`src/design/epd_cmd_pkg.sv`:
```
// Constants shared by the display command decoder and its pixel selector.
// Assumes a single 10 MHz clock domain and byte-wide host transfers.
package epd_cmd_pkg;

  // ==========================================================================
  // Command codes.
  localparam logic [7:0] CMD_POWER_ON         = 8'h04;
  localparam logic [7:0] CMD_POWER_ON_MEASURE = 8'h05;
  localparam logic [7:0] CMD_PARTIAL_REFRESH  = 8'h16;
  localparam logic [7:0] CMD_LUT_FIRST        = 8'h20;
  localparam logic [7:0] CMD_LUT_LAST         = 8'h24;
  localparam logic [7:0] CMD_PLL              = 8'h30;
  localparam logic [7:0] CMD_TEMP_READ        = 8'h40;
  localparam logic [7:0] CMD_TEMP_CAL         = 8'h41;
  localparam logic [7:0] CMD_TEMP_WRITE       = 8'h42;

  // ==========================================================================
  // Parameter byte positions, counted from the first byte after a command.
  localparam logic [4:0] PRM_FIRST  = 5'h00;
  localparam logic [4:0] PRM_X_LO   = 5'h01;
  localparam logic [4:0] PRM_Y_HI   = 5'h02;
  localparam logic [4:0] PRM_Y_LO   = 5'h03;
  localparam logic [4:0] PRM_W_HI   = 5'h04;
  localparam logic [4:0] PRM_W_LO   = 5'h05;
  localparam logic [4:0] PRM_L_HI   = 5'h06;
  localparam logic [4:0] PRM_L_LO   = 5'h07;
  localparam logic [4:0] PRM_SECOND = 5'h01;
  localparam logic [4:0] PRM_THIRD  = 5'h02;
  localparam logic [4:0] PRM_SAT    = 5'h1f;

  // ==========================================================================
  // Field positions inside parameter bytes.
  localparam int DFV_BIT     = 7;
  localparam int HI_BIT      = 0;
  localparam int TSE_BIT     = 7;
  localparam int DIV_MSB     = 7;
  localparam int DIV_LSB     = 6;
  localparam int FREQ_MSB    = 5;
  localparam int CNT_MSB     = 7;
  localparam int CNT_LSB     = 6;
  localparam int ADDR_MSB    = 5;
  localparam int ADDR_LSB    = 3;
  localparam int PTR_MSB     = 2;
  localparam int OFFSET_MSB  = 3;

  // ==========================================================================
  // Reset values.
  localparam logic       TSE_RST    = 1'b0;
  localparam logic [3:0] OFFSET_RST = 4'h0;
  localparam logic [5:0] FREQ_RST   = 6'h00;
  localparam logic [1:0] DIV_RST    = 2'h0;

  // ==========================================================================
  // Look-up table storage.
  localparam int         LUT_COUNT = 5;
  localparam int         LUT_DEPTH = 16;
  localparam logic [4:0] LUT_LIMIT = 5'h10;

  // ==========================================================================
  // Frame clock: phase increment per cycle of a 32-bit accumulator.
  localparam longint CLK_HZ         = 10_000_000;
  localparam longint BASE_FRAME_MHZ = 156_250;
  localparam longint STEP_FRAME_MHZ = 2_758;
  localparam logic [31:0] INC_BASE =
    32'((64'd1 << 32) * BASE_FRAME_MHZ / (64'd1000 * CLK_HZ));
  localparam logic [31:0] INC_STEP =
    32'((64'd1 << 32) * STEP_FRAME_MHZ / (64'd1000 * CLK_HZ));

  // ==========================================================================
  // Waveform table codes and refresh states.
  typedef enum logic [2:0] {
    TBL_COMMON = 3'b000,
    TBL_WW     = 3'b001,
    TBL_BW     = 3'b010,
    TBL_WB     = 3'b011,
    TBL_BB     = 3'b100
  } table_type;

  typedef enum logic [1:0] {
    RF_IDLE  = 2'b00,
    RF_WAIT  = 2'b01,
    RF_SCAN  = 2'b10
  } refresh_type;

endpackage

```
`src/design/epd_partial_refresh_pll_temp_cmds.sv`:
```
// Command decoder for partial refresh, waveform tables, frame clock and
// temperature sensing of an electrophoretic display driver.
// Assumes frame memory answers pix_x_o/pix_y_o in the same cycle, and that
// an external I2C engine serves the sensor write request.
`timescale 1ns/100ps

// What this block does
// - Partial refresh drives pixels from memory and tables.
// - Only window updates; outside uses common table.
// - Busy output low while refresh runs.
// - Partial refresh accepted only while not busy.
// - Follow bit in B/W mode: equal pixels use common table.
// - Follow bit clear: data-dependent tables only.
// - Codes 20h-24h load the five tables.
// - PLL command sets frame rate fields.
// - Each divider step halves the frame rate.
// - Internal sensor value read when select clear.
// - External 11-bit reading split over two bytes.
// - Calibration bit 7 selects sensor, default internal.
// - Offset field decodes as signed four bits.
// - Attribute bits 7:6 give I2C byte count.
// - Attribute gives address bits and pointer.
// - High then low data byte follow attribute.
// - Sensor write only after power-on command.
module epd_partial_refresh_pll_temp_cmds (
  // Clock, reset and clock enable.
  input  wire logic        clk_i,
  input  wire logic        nrst_i,
  input  wire logic        ce_i,
  // Host byte port.
  input  wire logic        host_stb_i,
  input  wire logic        host_cd_i,
  input  wire logic        host_rw_i,
  input  wire logic [7:0]  host_data_i,
  output logic      [7:0]  host_rd_data_o,
  output logic             host_rd_valid_o,
  // Status and panel configuration.
  output logic             busy_n_o,
  input  wire logic        bw_mode_i,
  input  wire logic [8:0]  h_res_i,
  input  wire logic [8:0]  v_res_i,
  // Frame memory scan and waveform selection.
  input  wire logic        pix_new_i,
  input  wire logic        pix_old_i,
  output logic      [8:0]  pix_x_o,
  output logic      [8:0]  pix_y_o,
  output logic             pix_valid_o,
  output logic      [2:0]  pix_table_o,
  output logic             frame_tick_o,
  // Waveform table read port.
  input  wire logic [2:0]  lut_rd_table_i,
  input  wire logic [3:0]  lut_rd_index_i,
  output logic      [7:0]  lut_rd_data_o,
  // Temperature sources and settings.
  input  wire logic [7:0]  internal_temp_value_i,
  input  wire logic [10:0] ext_temp_i,
  output logic             external_sensor_select_o,
  output logic      [3:0]  temperature_offset_o,
  // External sensor write request.
  output logic             sensor_wr_req_o,
  output logic      [2:0]  sensor_wr_bytes_o,
  output logic      [2:0]  sensor_addr_bits_o,
  output logic      [2:0]  sensor_pointer_o,
  output logic      [7:0]  sensor_write_high_byte_o,
  output logic      [7:0]  sensor_write_low_byte_o
);

  // ==========================================================================
  // Declarations
  logic [7:0]                  cmd_r;
  logic                        cmd_ok_r;
  logic [4:0]                  pidx_r;
  logic                        powered_r;
  logic                        follow_en_r;
  logic [8:0]                  x_start_r;
  logic [8:0]                  y_start_r;
  logic [8:0]                  w_r;
  logic [8:0]                  l_r;
  logic [7:0]                  attr_r;
  logic [7:0]                  lut_mem_r [epd_cmd_pkg::LUT_COUNT]
                                         [epd_cmd_pkg::LUT_DEPTH];
  logic [5:0]                  freq_r;
  logic [1:0]                  div_r;
  logic [31:0]                 acc_r;
  logic [31:0]                 inc_raw;
  logic [31:0]                 inc_nxt;
  logic [32:0]                 acc_sum;
  epd_cmd_pkg::refresh_type    rf_state_r;
  logic                        scan_act_r;
  logic [7:0]                  temp_hi_r;
  logic [7:0]                  temp_lo_r;
  logic [7:0]                  temp_adj;
  logic                        in_area;
  logic [9:0]                  x_end;
  logic [9:0]                  y_end;
  epd_cmd_pkg::table_type      pix_sel;
  logic                        wr_cmd;
  logic                        wr_prm;
  logic                        rd_prm;
  logic                        refresh_go;
  logic                        lut_cmd;
  logic [2:0]                  lut_slot;

  // ==========================================================================
  // Host byte classification
  // Select low marks a command byte, high a parameter; direction low is a
  // write and high a read.
  assign wr_cmd  = ce_i && host_stb_i && !host_cd_i && !host_rw_i;
  assign wr_prm  = ce_i && host_stb_i && host_cd_i && !host_rw_i;
  assign rd_prm  = ce_i && host_stb_i && host_cd_i && host_rw_i;
  assign lut_cmd = (cmd_r >= epd_cmd_pkg::CMD_LUT_FIRST) &&
                   (cmd_r <= epd_cmd_pkg::CMD_LUT_LAST);
  assign lut_slot = 3'(cmd_r - epd_cmd_pkg::CMD_LUT_FIRST);
  // The refresh starts when the last window byte of an accepted command lands.
  assign refresh_go = wr_prm && cmd_ok_r &&
                      (cmd_r == epd_cmd_pkg::CMD_PARTIAL_REFRESH) &&
                      (pidx_r == epd_cmd_pkg::PRM_L_LO);

  // ==========================================================================
  // Command register and parameter index
  // A partial refresh sent while busy is dropped together with its bytes.
  always_ff @(posedge clk_i) begin
    if (!nrst_i) begin
      cmd_r    <= 8'h00;
      cmd_ok_r <= 1'b0;
      pidx_r   <= epd_cmd_pkg::PRM_FIRST;
    end else if (wr_cmd) begin
      cmd_r    <= host_data_i;
      cmd_ok_r <= (host_data_i != epd_cmd_pkg::CMD_PARTIAL_REFRESH) ||
                  busy_n_o;
      pidx_r   <= epd_cmd_pkg::PRM_FIRST;
    end else if ((wr_prm || rd_prm) && pidx_r != epd_cmd_pkg::PRM_SAT) begin
      pidx_r   <= pidx_r + 5'h01;
    end
  end

  // ==========================================================================
  // Power state
  // Either power-on command arms the external sensor write path.
  always_ff @(posedge clk_i) begin
    if (!nrst_i) begin
      powered_r <= 1'b0;
    end else if (wr_cmd && (host_data_i == epd_cmd_pkg::CMD_POWER_ON ||
                 host_data_i == epd_cmd_pkg::CMD_POWER_ON_MEASURE)) begin
      powered_r <= 1'b1;
    end
  end

  // ==========================================================================
  // Partial refresh window
  // The low three bits of the horizontal start are forced to zero, so a
  // misaligned start from the host snaps down to a byte boundary.
  always_ff @(posedge clk_i) begin
    if (!nrst_i) begin
      follow_en_r <= 1'b0;
      x_start_r   <= 9'h000;
      y_start_r   <= 9'h000;
      w_r         <= 9'h000;
      l_r         <= 9'h000;
    end else if (wr_prm && cmd_ok_r &&
                 cmd_r == epd_cmd_pkg::CMD_PARTIAL_REFRESH) begin
      case (pidx_r)
        epd_cmd_pkg::PRM_FIRST: begin
          follow_en_r  <= host_data_i[epd_cmd_pkg::DFV_BIT];
          x_start_r[8] <= host_data_i[epd_cmd_pkg::HI_BIT];
        end
        epd_cmd_pkg::PRM_X_LO:
          x_start_r[7:0] <= {host_data_i[7:3], 3'h0};
        epd_cmd_pkg::PRM_Y_HI: y_start_r[8]   <= host_data_i[epd_cmd_pkg::HI_BIT];
        epd_cmd_pkg::PRM_Y_LO: y_start_r[7:0] <= host_data_i;
        epd_cmd_pkg::PRM_W_HI: w_r[8]         <= host_data_i[epd_cmd_pkg::HI_BIT];
        epd_cmd_pkg::PRM_W_LO: w_r[7:0]       <= host_data_i;
        epd_cmd_pkg::PRM_L_HI: l_r[8]         <= host_data_i[epd_cmd_pkg::HI_BIT];
        epd_cmd_pkg::PRM_L_LO: l_r[7:0]       <= host_data_i;
        default: ;
      endcase
    end
  end

  // ==========================================================================
  // Waveform table storage
  // Bytes fill the selected table in arrival order; surplus bytes are
  // dropped rather than wrapping, so a long load never corrupts entry 0.
  always_ff @(posedge clk_i) begin
    if (wr_prm && lut_cmd && pidx_r < epd_cmd_pkg::LUT_LIMIT) begin
      lut_mem_r[lut_slot][pidx_r[3:0]] <= host_data_i;
    end
  end

  // Registered read port for the waveform generator.
  always_ff @(posedge clk_i) begin
    if (!nrst_i) begin
      lut_rd_data_o <= 8'h00;
    end else if (ce_i) begin
      if (lut_rd_table_i < 3'(epd_cmd_pkg::LUT_COUNT)) begin
        lut_rd_data_o <= lut_mem_r[lut_rd_table_i][lut_rd_index_i];
      end else begin
        lut_rd_data_o <= 8'h00;
      end
    end
  end

  // ==========================================================================
  // Frame clock settings
  always_ff @(posedge clk_i) begin
    if (!nrst_i) begin
      freq_r <= epd_cmd_pkg::FREQ_RST;
      div_r  <= epd_cmd_pkg::DIV_RST;
    end else if (wr_prm && cmd_r == epd_cmd_pkg::CMD_PLL &&
                 pidx_r == epd_cmd_pkg::PRM_FIRST) begin
      freq_r <= host_data_i[epd_cmd_pkg::FREQ_MSB:0];
      div_r  <= host_data_i[epd_cmd_pkg::DIV_MSB:epd_cmd_pkg::DIV_LSB];
    end
  end

  // Codes below 32 step the rate up from the base, codes from 32 step it
  // down; the divider then halves it once per step by shifting.
  always_comb begin
    if (!freq_r[5]) begin
      inc_raw = epd_cmd_pkg::INC_BASE +
                32'(freq_r[4:0]) * epd_cmd_pkg::INC_STEP;
    end else begin
      inc_raw = epd_cmd_pkg::INC_BASE -
                (32'(freq_r[4:0]) + 32'd1) * epd_cmd_pkg::INC_STEP;
    end
    inc_nxt = inc_raw >> div_r;
  end

  assign acc_sum = {1'b0, acc_r} + {1'b0, inc_nxt};

  // Phase accumulator; its carry is the frame tick.
  always_ff @(posedge clk_i) begin
    if (!nrst_i) begin
      acc_r        <= 32'h0000_0000;
      frame_tick_o <= 1'b0;
    end else if (ce_i) begin
      acc_r        <= acc_sum[31:0];
      frame_tick_o <= acc_sum[32];
    end
  end

  // ==========================================================================
  // Refresh sequencer
  // The scan waits for a frame tick so each refresh starts on a frame edge.
  always_ff @(posedge clk_i) begin
    if (!nrst_i) begin
      rf_state_r <= epd_cmd_pkg::RF_IDLE;
      busy_n_o   <= 1'b1;
      scan_act_r <= 1'b0;
      pix_x_o    <= 9'h000;
      pix_y_o    <= 9'h000;
    end else if (ce_i) begin
      case (rf_state_r)
        epd_cmd_pkg::RF_IDLE: begin
          if (refresh_go) begin
            busy_n_o   <= 1'b0;
            rf_state_r <= epd_cmd_pkg::RF_WAIT;
          end
        end
        epd_cmd_pkg::RF_WAIT: begin
          if (frame_tick_o) begin
            pix_x_o    <= 9'h000;
            pix_y_o    <= 9'h000;
            scan_act_r <= 1'b1;
            rf_state_r <= epd_cmd_pkg::RF_SCAN;
          end
        end
        epd_cmd_pkg::RF_SCAN: begin
          if (pix_x_o + 9'h001 < h_res_i) begin
            pix_x_o <= pix_x_o + 9'h001;
          end else if (pix_y_o + 9'h001 < v_res_i) begin
            pix_x_o <= 9'h000;
            pix_y_o <= pix_y_o + 9'h001;
          end else begin
            scan_act_r <= 1'b0;
            busy_n_o   <= 1'b1;
            rf_state_r <= epd_cmd_pkg::RF_IDLE;
          end
        end
        default: begin
          scan_act_r <= 1'b0;
          busy_n_o   <= 1'b1;
          rf_state_r <= epd_cmd_pkg::RF_IDLE;
        end
      endcase
    end
  end

  // ==========================================================================
  // Pixel waveform selection
  // End bounds are one bit wider so a window reaching the panel edge does
  // not wrap and empty itself.
  assign x_end   = {1'b0, x_start_r} + {1'b0, w_r};
  assign y_end   = {1'b0, y_start_r} + {1'b0, l_r};
  assign in_area = (pix_x_o >= x_start_r) && ({1'b0, pix_x_o} < x_end) &&
                   (pix_y_o >= y_start_r) && ({1'b0, pix_y_o} < y_end);

  pixel_waveform_select u_select (
    .in_area_i   (in_area),
    .follow_en_i (follow_en_r),
    .bw_mode_i   (bw_mode_i),
    .new_i       (pix_new_i),
    .old_i       (pix_old_i),
    .table_o     (pix_sel)
  );

  // The table code lags the address by one cycle.
  always_ff @(posedge clk_i) begin
    if (!nrst_i) begin
      pix_valid_o <= 1'b0;
      pix_table_o <= 3'h0;
    end else if (ce_i) begin
      pix_valid_o <= scan_act_r;
      pix_table_o <= pix_sel;
    end
  end

  // ==========================================================================
  // Temperature settings
  always_ff @(posedge clk_i) begin
    if (!nrst_i) begin
      external_sensor_select_o <= epd_cmd_pkg::TSE_RST;
      temperature_offset_o     <= epd_cmd_pkg::OFFSET_RST;
    end else if (wr_prm && cmd_r == epd_cmd_pkg::CMD_TEMP_CAL &&
                 pidx_r == epd_cmd_pkg::PRM_FIRST) begin
      external_sensor_select_o <= host_data_i[epd_cmd_pkg::TSE_BIT];
      temperature_offset_o     <= host_data_i[epd_cmd_pkg::OFFSET_MSB:0];
    end
  end

  // Offset sign-extends from four bits, giving -8 to +7.
  assign temp_adj = internal_temp_value_i +
                    {{4{temperature_offset_o[3]}}, temperature_offset_o};

  // The reading is captured at the command byte so the two returned bytes
  // always belong to the same sample.
  always_ff @(posedge clk_i) begin
    if (!nrst_i) begin
      temp_hi_r <= 8'h00;
      temp_lo_r <= 8'h00;
    end else if (wr_cmd && host_data_i == epd_cmd_pkg::CMD_TEMP_READ) begin
      if (external_sensor_select_o) begin
        temp_hi_r <= ext_temp_i[10:3];
        temp_lo_r <= {ext_temp_i[2:0], 5'h00};
      end else begin
        temp_hi_r <= temp_adj;
        temp_lo_r <= 8'h00;
      end
    end
  end

  // ==========================================================================
  // Host read answers
  always_ff @(posedge clk_i) begin
    if (!nrst_i) begin
      host_rd_data_o  <= 8'h00;
      host_rd_valid_o <= 1'b0;
    end else if (ce_i) begin
      host_rd_valid_o <= rd_prm;
      if (rd_prm && cmd_r == epd_cmd_pkg::CMD_TEMP_READ &&
          pidx_r == epd_cmd_pkg::PRM_FIRST) begin
        host_rd_data_o <= temp_hi_r;
      end else if (rd_prm && cmd_r == epd_cmd_pkg::CMD_TEMP_READ &&
                   pidx_r == epd_cmd_pkg::PRM_SECOND) begin
        host_rd_data_o <= temp_lo_r;
      end else begin
        host_rd_data_o <= 8'h00;
      end
    end
  end

  // ==========================================================================
  // External sensor write
  // The request fires on the low data byte; before any power-on command the
  // bytes and attribute fields still reach the outputs but no request is raised.
  always_ff @(posedge clk_i) begin
    if (!nrst_i) begin
      attr_r                   <= 8'h00;
      sensor_write_high_byte_o <= 8'h00;
      sensor_write_low_byte_o  <= 8'h00;
      sensor_wr_req_o          <= 1'b0;
      sensor_wr_bytes_o        <= 3'h1;
      sensor_addr_bits_o       <= 3'h0;
      sensor_pointer_o         <= 3'h0;
    end else if (ce_i) begin
      sensor_wr_req_o <= 1'b0;
      if (wr_prm && cmd_r == epd_cmd_pkg::CMD_TEMP_WRITE) begin
        case (pidx_r)
          epd_cmd_pkg::PRM_FIRST: attr_r <= host_data_i;
          epd_cmd_pkg::PRM_SECOND:
            sensor_write_high_byte_o <= host_data_i;
          epd_cmd_pkg::PRM_THIRD: begin
            sensor_write_low_byte_o <= host_data_i;
            sensor_wr_req_o         <= powered_r;
            sensor_wr_bytes_o       <= 3'(attr_r[epd_cmd_pkg::CNT_MSB:
                                         epd_cmd_pkg::CNT_LSB]) + 3'h1;
            sensor_addr_bits_o      <= attr_r[epd_cmd_pkg::ADDR_MSB:
                                              epd_cmd_pkg::ADDR_LSB];
            sensor_pointer_o        <= attr_r[epd_cmd_pkg::PTR_MSB:0];
          end
          default: ;
        endcase
      end
    end
  end

endmodule

```
`src/design/pixel_waveform_select.sv`:
```
// Picks the waveform table for one pixel during a refresh scan.
// Assumes new and old pixel bits are already valid for the pixel.
`timescale 1ns/100ps

module pixel_waveform_select (
  // Pixel context.
  input  wire logic                    in_area_i,
  input  wire logic                    follow_en_i,
  input  wire logic                    bw_mode_i,
  input  wire logic                    new_i,
  input  wire logic                    old_i,
  // Selected table.
  output epd_cmd_pkg::table_type       table_o
);

  // ==========================================================================
  // Selection
  // Outside the window the common-electrode waveform always wins.
  always_comb begin
    if (!in_area_i) begin
      table_o = epd_cmd_pkg::TBL_COMMON;
    end else if (follow_en_i && bw_mode_i && (new_i == old_i)) begin
      table_o = epd_cmd_pkg::TBL_COMMON;
    end else begin
      // Data-dependent table from the new and old pixel values.
      case ({new_i, old_i})
        2'b00:   table_o = epd_cmd_pkg::TBL_WW;
        2'b01:   table_o = epd_cmd_pkg::TBL_BW;
        2'b10:   table_o = epd_cmd_pkg::TBL_WB;
        2'b11:   table_o = epd_cmd_pkg::TBL_BB;
        default: table_o = epd_cmd_pkg::TBL_COMMON;
      endcase
    end
  end

endmodule

```
`config.mk`:
```
export PLATFORM = sky130hd
export DESIGN_NAME = epd_partial_refresh_pll_temp_cmds
export DESIGN_NICKNAME = d
export VERILOG_FILES = /design/src/design/epd_cmd_pkg.sv /design/src/design/epd_partial_refresh_pll_temp_cmds.sv /design/src/design/pixel_waveform_select.sv
export SDC_FILE = /design/constraint.sdc
export NUM_CORES = 1
export LEC_CHECK = 0
export ABC_AREA = 1
export BUFFER_PORTS_ARGS = -buffer_cell sky130_fd_sc_hd__buf_2
export CORE_MARGIN = 1
export CORE_UTILIZATION = 53
export DETAILED_ROUTE_END_ITERATION = 12
export PLACE_DENSITY = 0.7
export SLEW_MARGIN = 10
export SYNTH_ARGS = -nofsm -noshare
export SYNTH_HDL_FRONTEND = slang
export SYNTH_HIERARCHICAL = 1
export SYNTH_SLANG_ARGS = --single-unit
export TNS_END_PERCENT = 20
```
`constraint.sdc`:
```
create_clock -name clk_i -period 6.9 [get_ports clk_i]
set_input_delay 0.69 -clock clk_i [delete_from_list [all_inputs] [get_ports clk_i]]
set_output_delay 0.69 -clock clk_i [all_outputs]
set_load 0.1 [all_outputs]
```
Word level (Yosys, flattened, before mapping). Memories as Yosys holds them, arrays and structs flattened. Index checks and enable logic that the tools add are counted.

Add/subtract/negate cells: 12. Multiply operators: 2. Magnitude comparators: 13. Eq/ne operators: 29. Shift-type cells: 1. Muxes and demuxes: 38. Bitwise logic cells: 5. Reductions and logical operators: 55.

Operators with widths (number): $mux W128 (1); $mux W8 (8); $mux W9 (5); $pmux W9 S2 (2); $add A32 B32 Y33 (1); $bmux W8 S4 (1); $demux W8 S4 (1); $eq A8 B7 Y1 const B (4); $mux W32 (1); $shr A32 B2 Y32 (1); $logic_and A1 B1 Y1 (29); $add A9 B9 Y10 (2); $eq A5 B3 Y1 const B (4); $lt A9 B10 Y1 (2); $reduce_and A5 Y1 (4); $add A17 B16 Y18 const A (1); $add A9 B1 Y9 const B (2); $ge A9 B9 Y1 (2); $lt A9 B9 Y1 (2); $sub A17 B17 Y18 const A (1); $eq A8 B3 Y1 const B (2); $reduce_and A2 Y1 (8); $mul A6 B6 Y12 const B (1); $pmux W3 S4 (1); other kinds (38) (69).

Flip-flop bits (word level): 188. RAM bits: 640. Input port bits: 61. Output and inout bits: 72. Memories: 1.

Memory list: lut_mem_r (depth 5, bits a word 128, rd ports 1, clocked after memory_dff 0, wr ports 1, RTL line epd_partial_refresh_pll_temp_cmds.sv:80) `logic [7:0] lut_mem_r [epd_cmd_pkg::LUT_COUNT]`.

Depth between registers and ports, before layout.
Word-level depth: 8. Depth in mapped cells: 34. Mapped depth without buffers: 33.

Cells and area by module. The synthesis kept the hierarchy.

Modules (own cells, without submodules): epd_partial_refresh_pll_temp_cmds (times used 1, cells an instance 4253, area each 39546.7 um2, sequential area each 22881.9 um2); pixel_waveform_select (times used 1, cells an instance 13, area each 78.8 um2, sequential area each 0.0 um2).

Least setup slack after synthesis. Ideal clock, no wire load.

Path type: reg2reg. Start: register freq_r[1]. End: register acc_r[25]. Library setup time: 109 ps. Arrival time: 4657 ps. Path slack: 2134 ps. Stages on the path, launching flop included: 27. Period minus slack after synthesis: 4766 ps. Cell sequence: dfxtp_1 > ha_1 > nand3_1 > xor2_1 > ha_1 > fa_1 > ha_1 > or2_2 > nand2_1 > nand2_1 > nand2_1 > nand2_1 > nor2_1 > nand3_1 > nand3_1 > inv_1 > nand2_1 > nand2_1 > ha_1 > nand2_1 > nor2_1 > nand4_1 > or2_2 > nand4_1 > nand3_1 > nand2_1 > inv_1.

Word-level cells in the longest chain between the ends: 6. Elaborated cells between the ends (all ways): 8.

RTL lines: from (decl) (RTL line epd_partial_refresh_pll_temp_cmds.sv:82) `logic [5:0] freq_r;`; from (signal assigned) (RTL line epd_partial_refresh_pll_temp_cmds.sv:207) `freq_r <= epd_cmd_pkg::FREQ_RST;`; from (signal assigned) (RTL line epd_partial_refresh_pll_temp_cmds.sv:211) `freq_r <= host_data_i[epd_cmd_pkg::FREQ_MSB:0];`; $add A5 B1 Y6 (RTL line epd_partial_refresh_pll_temp_cmds.sv:224) `(32'(freq_r[4:0]) + 32'd1) * epd_cmd_pkg::INC_STEP;`; $mul A6 B6 Y12 (RTL line epd_partial_refresh_pll_temp_cmds.sv:224); $sub A17 B17 Y18 (RTL line epd_partial_refresh_pll_temp_cmds.sv:223) `inc_raw = epd_cmd_pkg::INC_BASE -`; $mux W32 * (RTL line epd_partial_refresh_pll_temp_cmds.sv:219) `if (!freq_r[5]) begin`; $shr A32 B2 Y32 * (RTL line epd_partial_refresh_pll_temp_cmds.sv:226) `inc_nxt = inc_raw >> div_r;`; $add A32 B32 Y33 * (RTL line epd_partial_refresh_pll_temp_cmds.sv:229) `assign acc_sum = {1'b0, acc_r} + {1'b0, inc_nxt};`; to (signal assigned) (RTL line epd_partial_refresh_pll_temp_cmds.sv:237) `acc_r <= acc_sum[31:0];`; to (decl) (RTL line epd_partial_refresh_pll_temp_cmds.sv:84) `logic [31:0] acc_r;`.

Mark *: on every way between the ends. The rest lies on a longest branch, timed or not. A chain may end at the register's enable or synchronous reset.

Worst setup path after layout.
Start: register freq_r[0]. End: register acc_r[30].

The elaborated chain is that of the path after synthesis.

==> summary.md <==
| Metric | Value |
|---|---|
| Status | finished, final reports clean |
| Post-DP HPWL | 65,300 µm |
| Pin count of the biggest net entering global routing | roughly 170 |
| Final hold violations | 0 |
| Fmax | roughly 180 MHz |
| Design Power | roughly 11 mW |
| Core area | 73,500 µm² |
| Mapped Nets | between 4,000 and 5,000 |
| Routed vias/inst | approximately 5.6 |
| DR iter-0 viols | 2,545 |
| CTS buffer count | 88 |
| H-tree depth | 3 |
| Crit path required time | 7440 ps |
| CP endpoint kind | register |
| Most frequent cells in the layout | nand2_1 (1,027), edfxtp_1 (640), nand3_1 (507), inv_1 (430), nor2_1 (408) |
| HP Class | in -> reg |
| Cell Area, Synth | 39,600 µm² |
| CTS tree | yes |
| CP Launch Type | register |
| Final nets | 4,541 |
| Final GP Congestion | 0.916 |
| Hold slack | 274 ps |
| Finished Core Util | 59.6% |
| CTS resizes | 0 |
| CTS max path bufs | 3 |
| Kind of critical path | reg -> reg |
| Residual DRC | 0 |
| Storage element area | 22,900 µm² |
| Vias in the first global route | 28,042 |
| First drt pass iteration count | 7 |
| Syn. warnings | 6 |
| Commonest non-fill, non-tap cell in the layout | nand2_1 |
| Area of the multi-input gates | 14,200 µm² |
| FF+latch count, synth | 823 |
| DRT antenna net count | 0 |
| Final-layout fill cell count | approximately 6,200 |
| Maximum vdd ir drop | 0.000207 V |
| Diode count | 0 |
| Pleak | 18.3 nW |
| # rows | 99 |
| Post-CTS setup buffers | 0 |
| Fin Setup TNS | 0 ps |
| Clock Latency Late Sink | 670 ps |
| Post-CTS Hold Fix Bufs | 0 |
| Layout Area Growth over Synthesis | 10.4% |
| Max-Slew Margin vs Limit | 17.8% |
| Initial core utilization | 53.9% |
| All-Layer GR Usage | 27.6% |
| Post-Syn Instances | roughly 4,300 |
| Post-synth ARST share | 0% |
| Max Slew Vio Count | 0 |
| Fin area | 43,700 µm² |
| Layout cells sized above 1 | 8.06% |
| Overall routed net length | 104,000 µm |
| Clock sink total | roughly 800 |
| Buffers on Ports | 132 |
| I/O pin count | between 100 and 150 |
| PwrDens | 249 nW/µm² |
| Clock slew at reported path FFs | 60 ps |
| Sequential fraction of the synthesis area | 57.7% |
| Final setup violation count | 0 |
| Wire per inst | 19.5 µm |
| Top FF cell, synth | edfxtp_1 |
| Final min period | 5650 ps |
| # Max-Cap Violations | 0 |
| Die height | 275 µm |
| Die Area | 75,900 µm² |
| Yosys cell types | 55 |
| Mapped Avg Cell Area | 9.29 µm² |
| Highest net fanout along the worst path | 12 |
| DP Area | 40,900 µm² |
| Unrepaired setup endpoints after global routing | false |
| First-pass GRT wire length | roughly 160,000 µm |
| Tcrit/Tclk final | 81.9% |
| Chip width | 275 µm |
| Post-synth EDFFs | 640 |
| Global route overflow | 0 |
| Initial antenna violation count | 0 |
| CTS Root Cell | clkbuf_16 |
| Setup Skew | 24.5 ps |
| Worst Tran Pin Value | 1230 ps |
| Worst Path Arrival | 6190 ps |
| Vias | 29,771 |
## cell families (layout without fill, tap and decap cells)
group | after synthesis | after routing | share of synthesized area, %
muxes | 3 | 3 | 0.0758
DFF | 823 | 823 | 57.7
adders and majority gates | 153 | 153 | 4.94
AOI/OAI and AO/OA | 526 | 526 | 7.30
buffers and inverters | 641 | 777 | 6.49
xor gates and xnor gates | 54 | 54 | 1.19
and+or+nand+nor | 2066 | 2066 | 22.2
## final cells by class
| type | instances | share of cell area [%] |
|---|---|---|
| flip-flops and latches | 823 | 52.3 |
| repair buffers | 159 | 2.10 |
| inverters | 453 | 3.91 |
| clock inverters | 54 | 1.17 |
| well taps | 959 | 2.74 |
| multi-input cells | 2802 | 32.4 |
| clock buffers | 111 | 5.35 |
## worst paths after layout
path                                     start                end  slack [ps]  cells past startpoint
worst max-delay path                 freq_r[0]          acc_r[30]        1250                     27
worst min-delay path            host_data_i[6]    lut_mem_r[3][6]         270                      1
worst max register to register       freq_r[0]          acc_r[30]        1250                     27
worst min register to register    temp_hi_r[0]  host_rd_data_o[0]         460                      2
## registers in the layout, indices dropped and copies added (netlist names), 3 cells and up
register / cells
acc_r: 32
attr_r: 8
cmd_r: 8
freq_r: 6
host_rd_data_o: 8
l_r: 9
lut_mem_r: 640
lut_rd_data_o: 8
pidx_r: 5
pix_table_o: 3
pix_x_o: 9
pix_y_o: 9
sensor_addr_bits_o: 3
sensor_pointer_o: 3
sensor_wr_bytes_o: 3
sensor_write_high_byte_o: 8
sensor_write_low_byte_o: 8
temp_hi_r: 8
temp_lo_r: 3
temperature_offset_o: 4
w_r: 9
x_start_r: 6
y_start_r: 9
## report_power, final
group / total (mW) / switching [mW] / internal [mW] / leakage [nW]
registers: 5.39 / 0.0302 / 5.36 / 7.23
logic: 0.842 / 0.631 / 0.210 / 9.67
clock network: 4.64 / 1.99 / 2.65 / 1.39
total: 10.9 / 2.65 / 8.23 / 18.3
## cell usage after synthesis, types with 5 or more instances
cell type / instances / area share [%]
a211oi_1: 24 / 0.45
buf_4: 16 / 0.30
nor2_1: 408 / 3.9
inv_1: 432 / 4.1
a21oi_1: 233 / 2.9
xnor2_1: 13 / 0.29
inv_2: 14 / 0.13
buf_2: 79 / 1.0
a21o_1: 5 / 0.095
ha_1: 147 / 4.6
o21ai_0: 198 / 2.5
nand2_1: 1027 / 9.7
nand4_1: 39 / 0.62
nor4_1: 6 / 0.095
nor2_2: 7 / 0.11
buf_1: 17 / 0.16
clkinv_1: 7 / 0.066
a31oi_1: 9 / 0.14
nor3_1: 18 / 0.23
edfxtp_1: 640 / 49
fa_1: 6 / 0.30
nand3b_1: 12 / 0.23
o21a_1: 11 / 0.21
xor2_1: 41 / 0.91
o211ai_1: 11 / 0.21
o21bai_1: 7 / 0.13
nor2_4: 8 / 0.23
o221ai_1: 6 / 0.13
clkbuf_1: 75 / 0.71
dfxtp_1: 183 / 9.2
or2_2: 16 / 0.25
nand3_1: 508 / 6.4
## routing by layer
layer  up-vias  routed length, µm  GRT usage (%)
met2      1132              49600           45.8
met3       184               7210           3.98
met1     13971              43900           36.8
met4         0               3560           10.5
met5         -                  0              0
li1      14484                  -              -
## metrics by stage
stage | instances | setup slack, ps
after floorplan | 4266 | 2130
after global placement | 5196 | 1410
after detailed placement | 5196 | 1310
after CTS | 5361 | 1290
after global routing | 5361 | 680
final | 5361 | 1250
## worst max-delay path, stage by stage (launching register included)
cell     delay [ps]
dfxtp_1         590
ha_1            300
nand3_1         120
xor2_1          300
ha_1            310
fa_1            480
ha_1            340
or2_2           310
nand2_1          80
nand2_1          40
nand2_1         100
nand2_1          90
nor2_1          160
nand3_1         140
nand3_1         230
inv_1           280
nand2_1         120
nand2_1          60
ha_1            330
a21oi_1         180
o21ai_0         160
a21oi_1         270
o21a_1          140
nand2_1          80
nand2_1          70
nand2_1          40
o21ai_0         160
inv_1            50
Power figures use the tool's default switching activity.
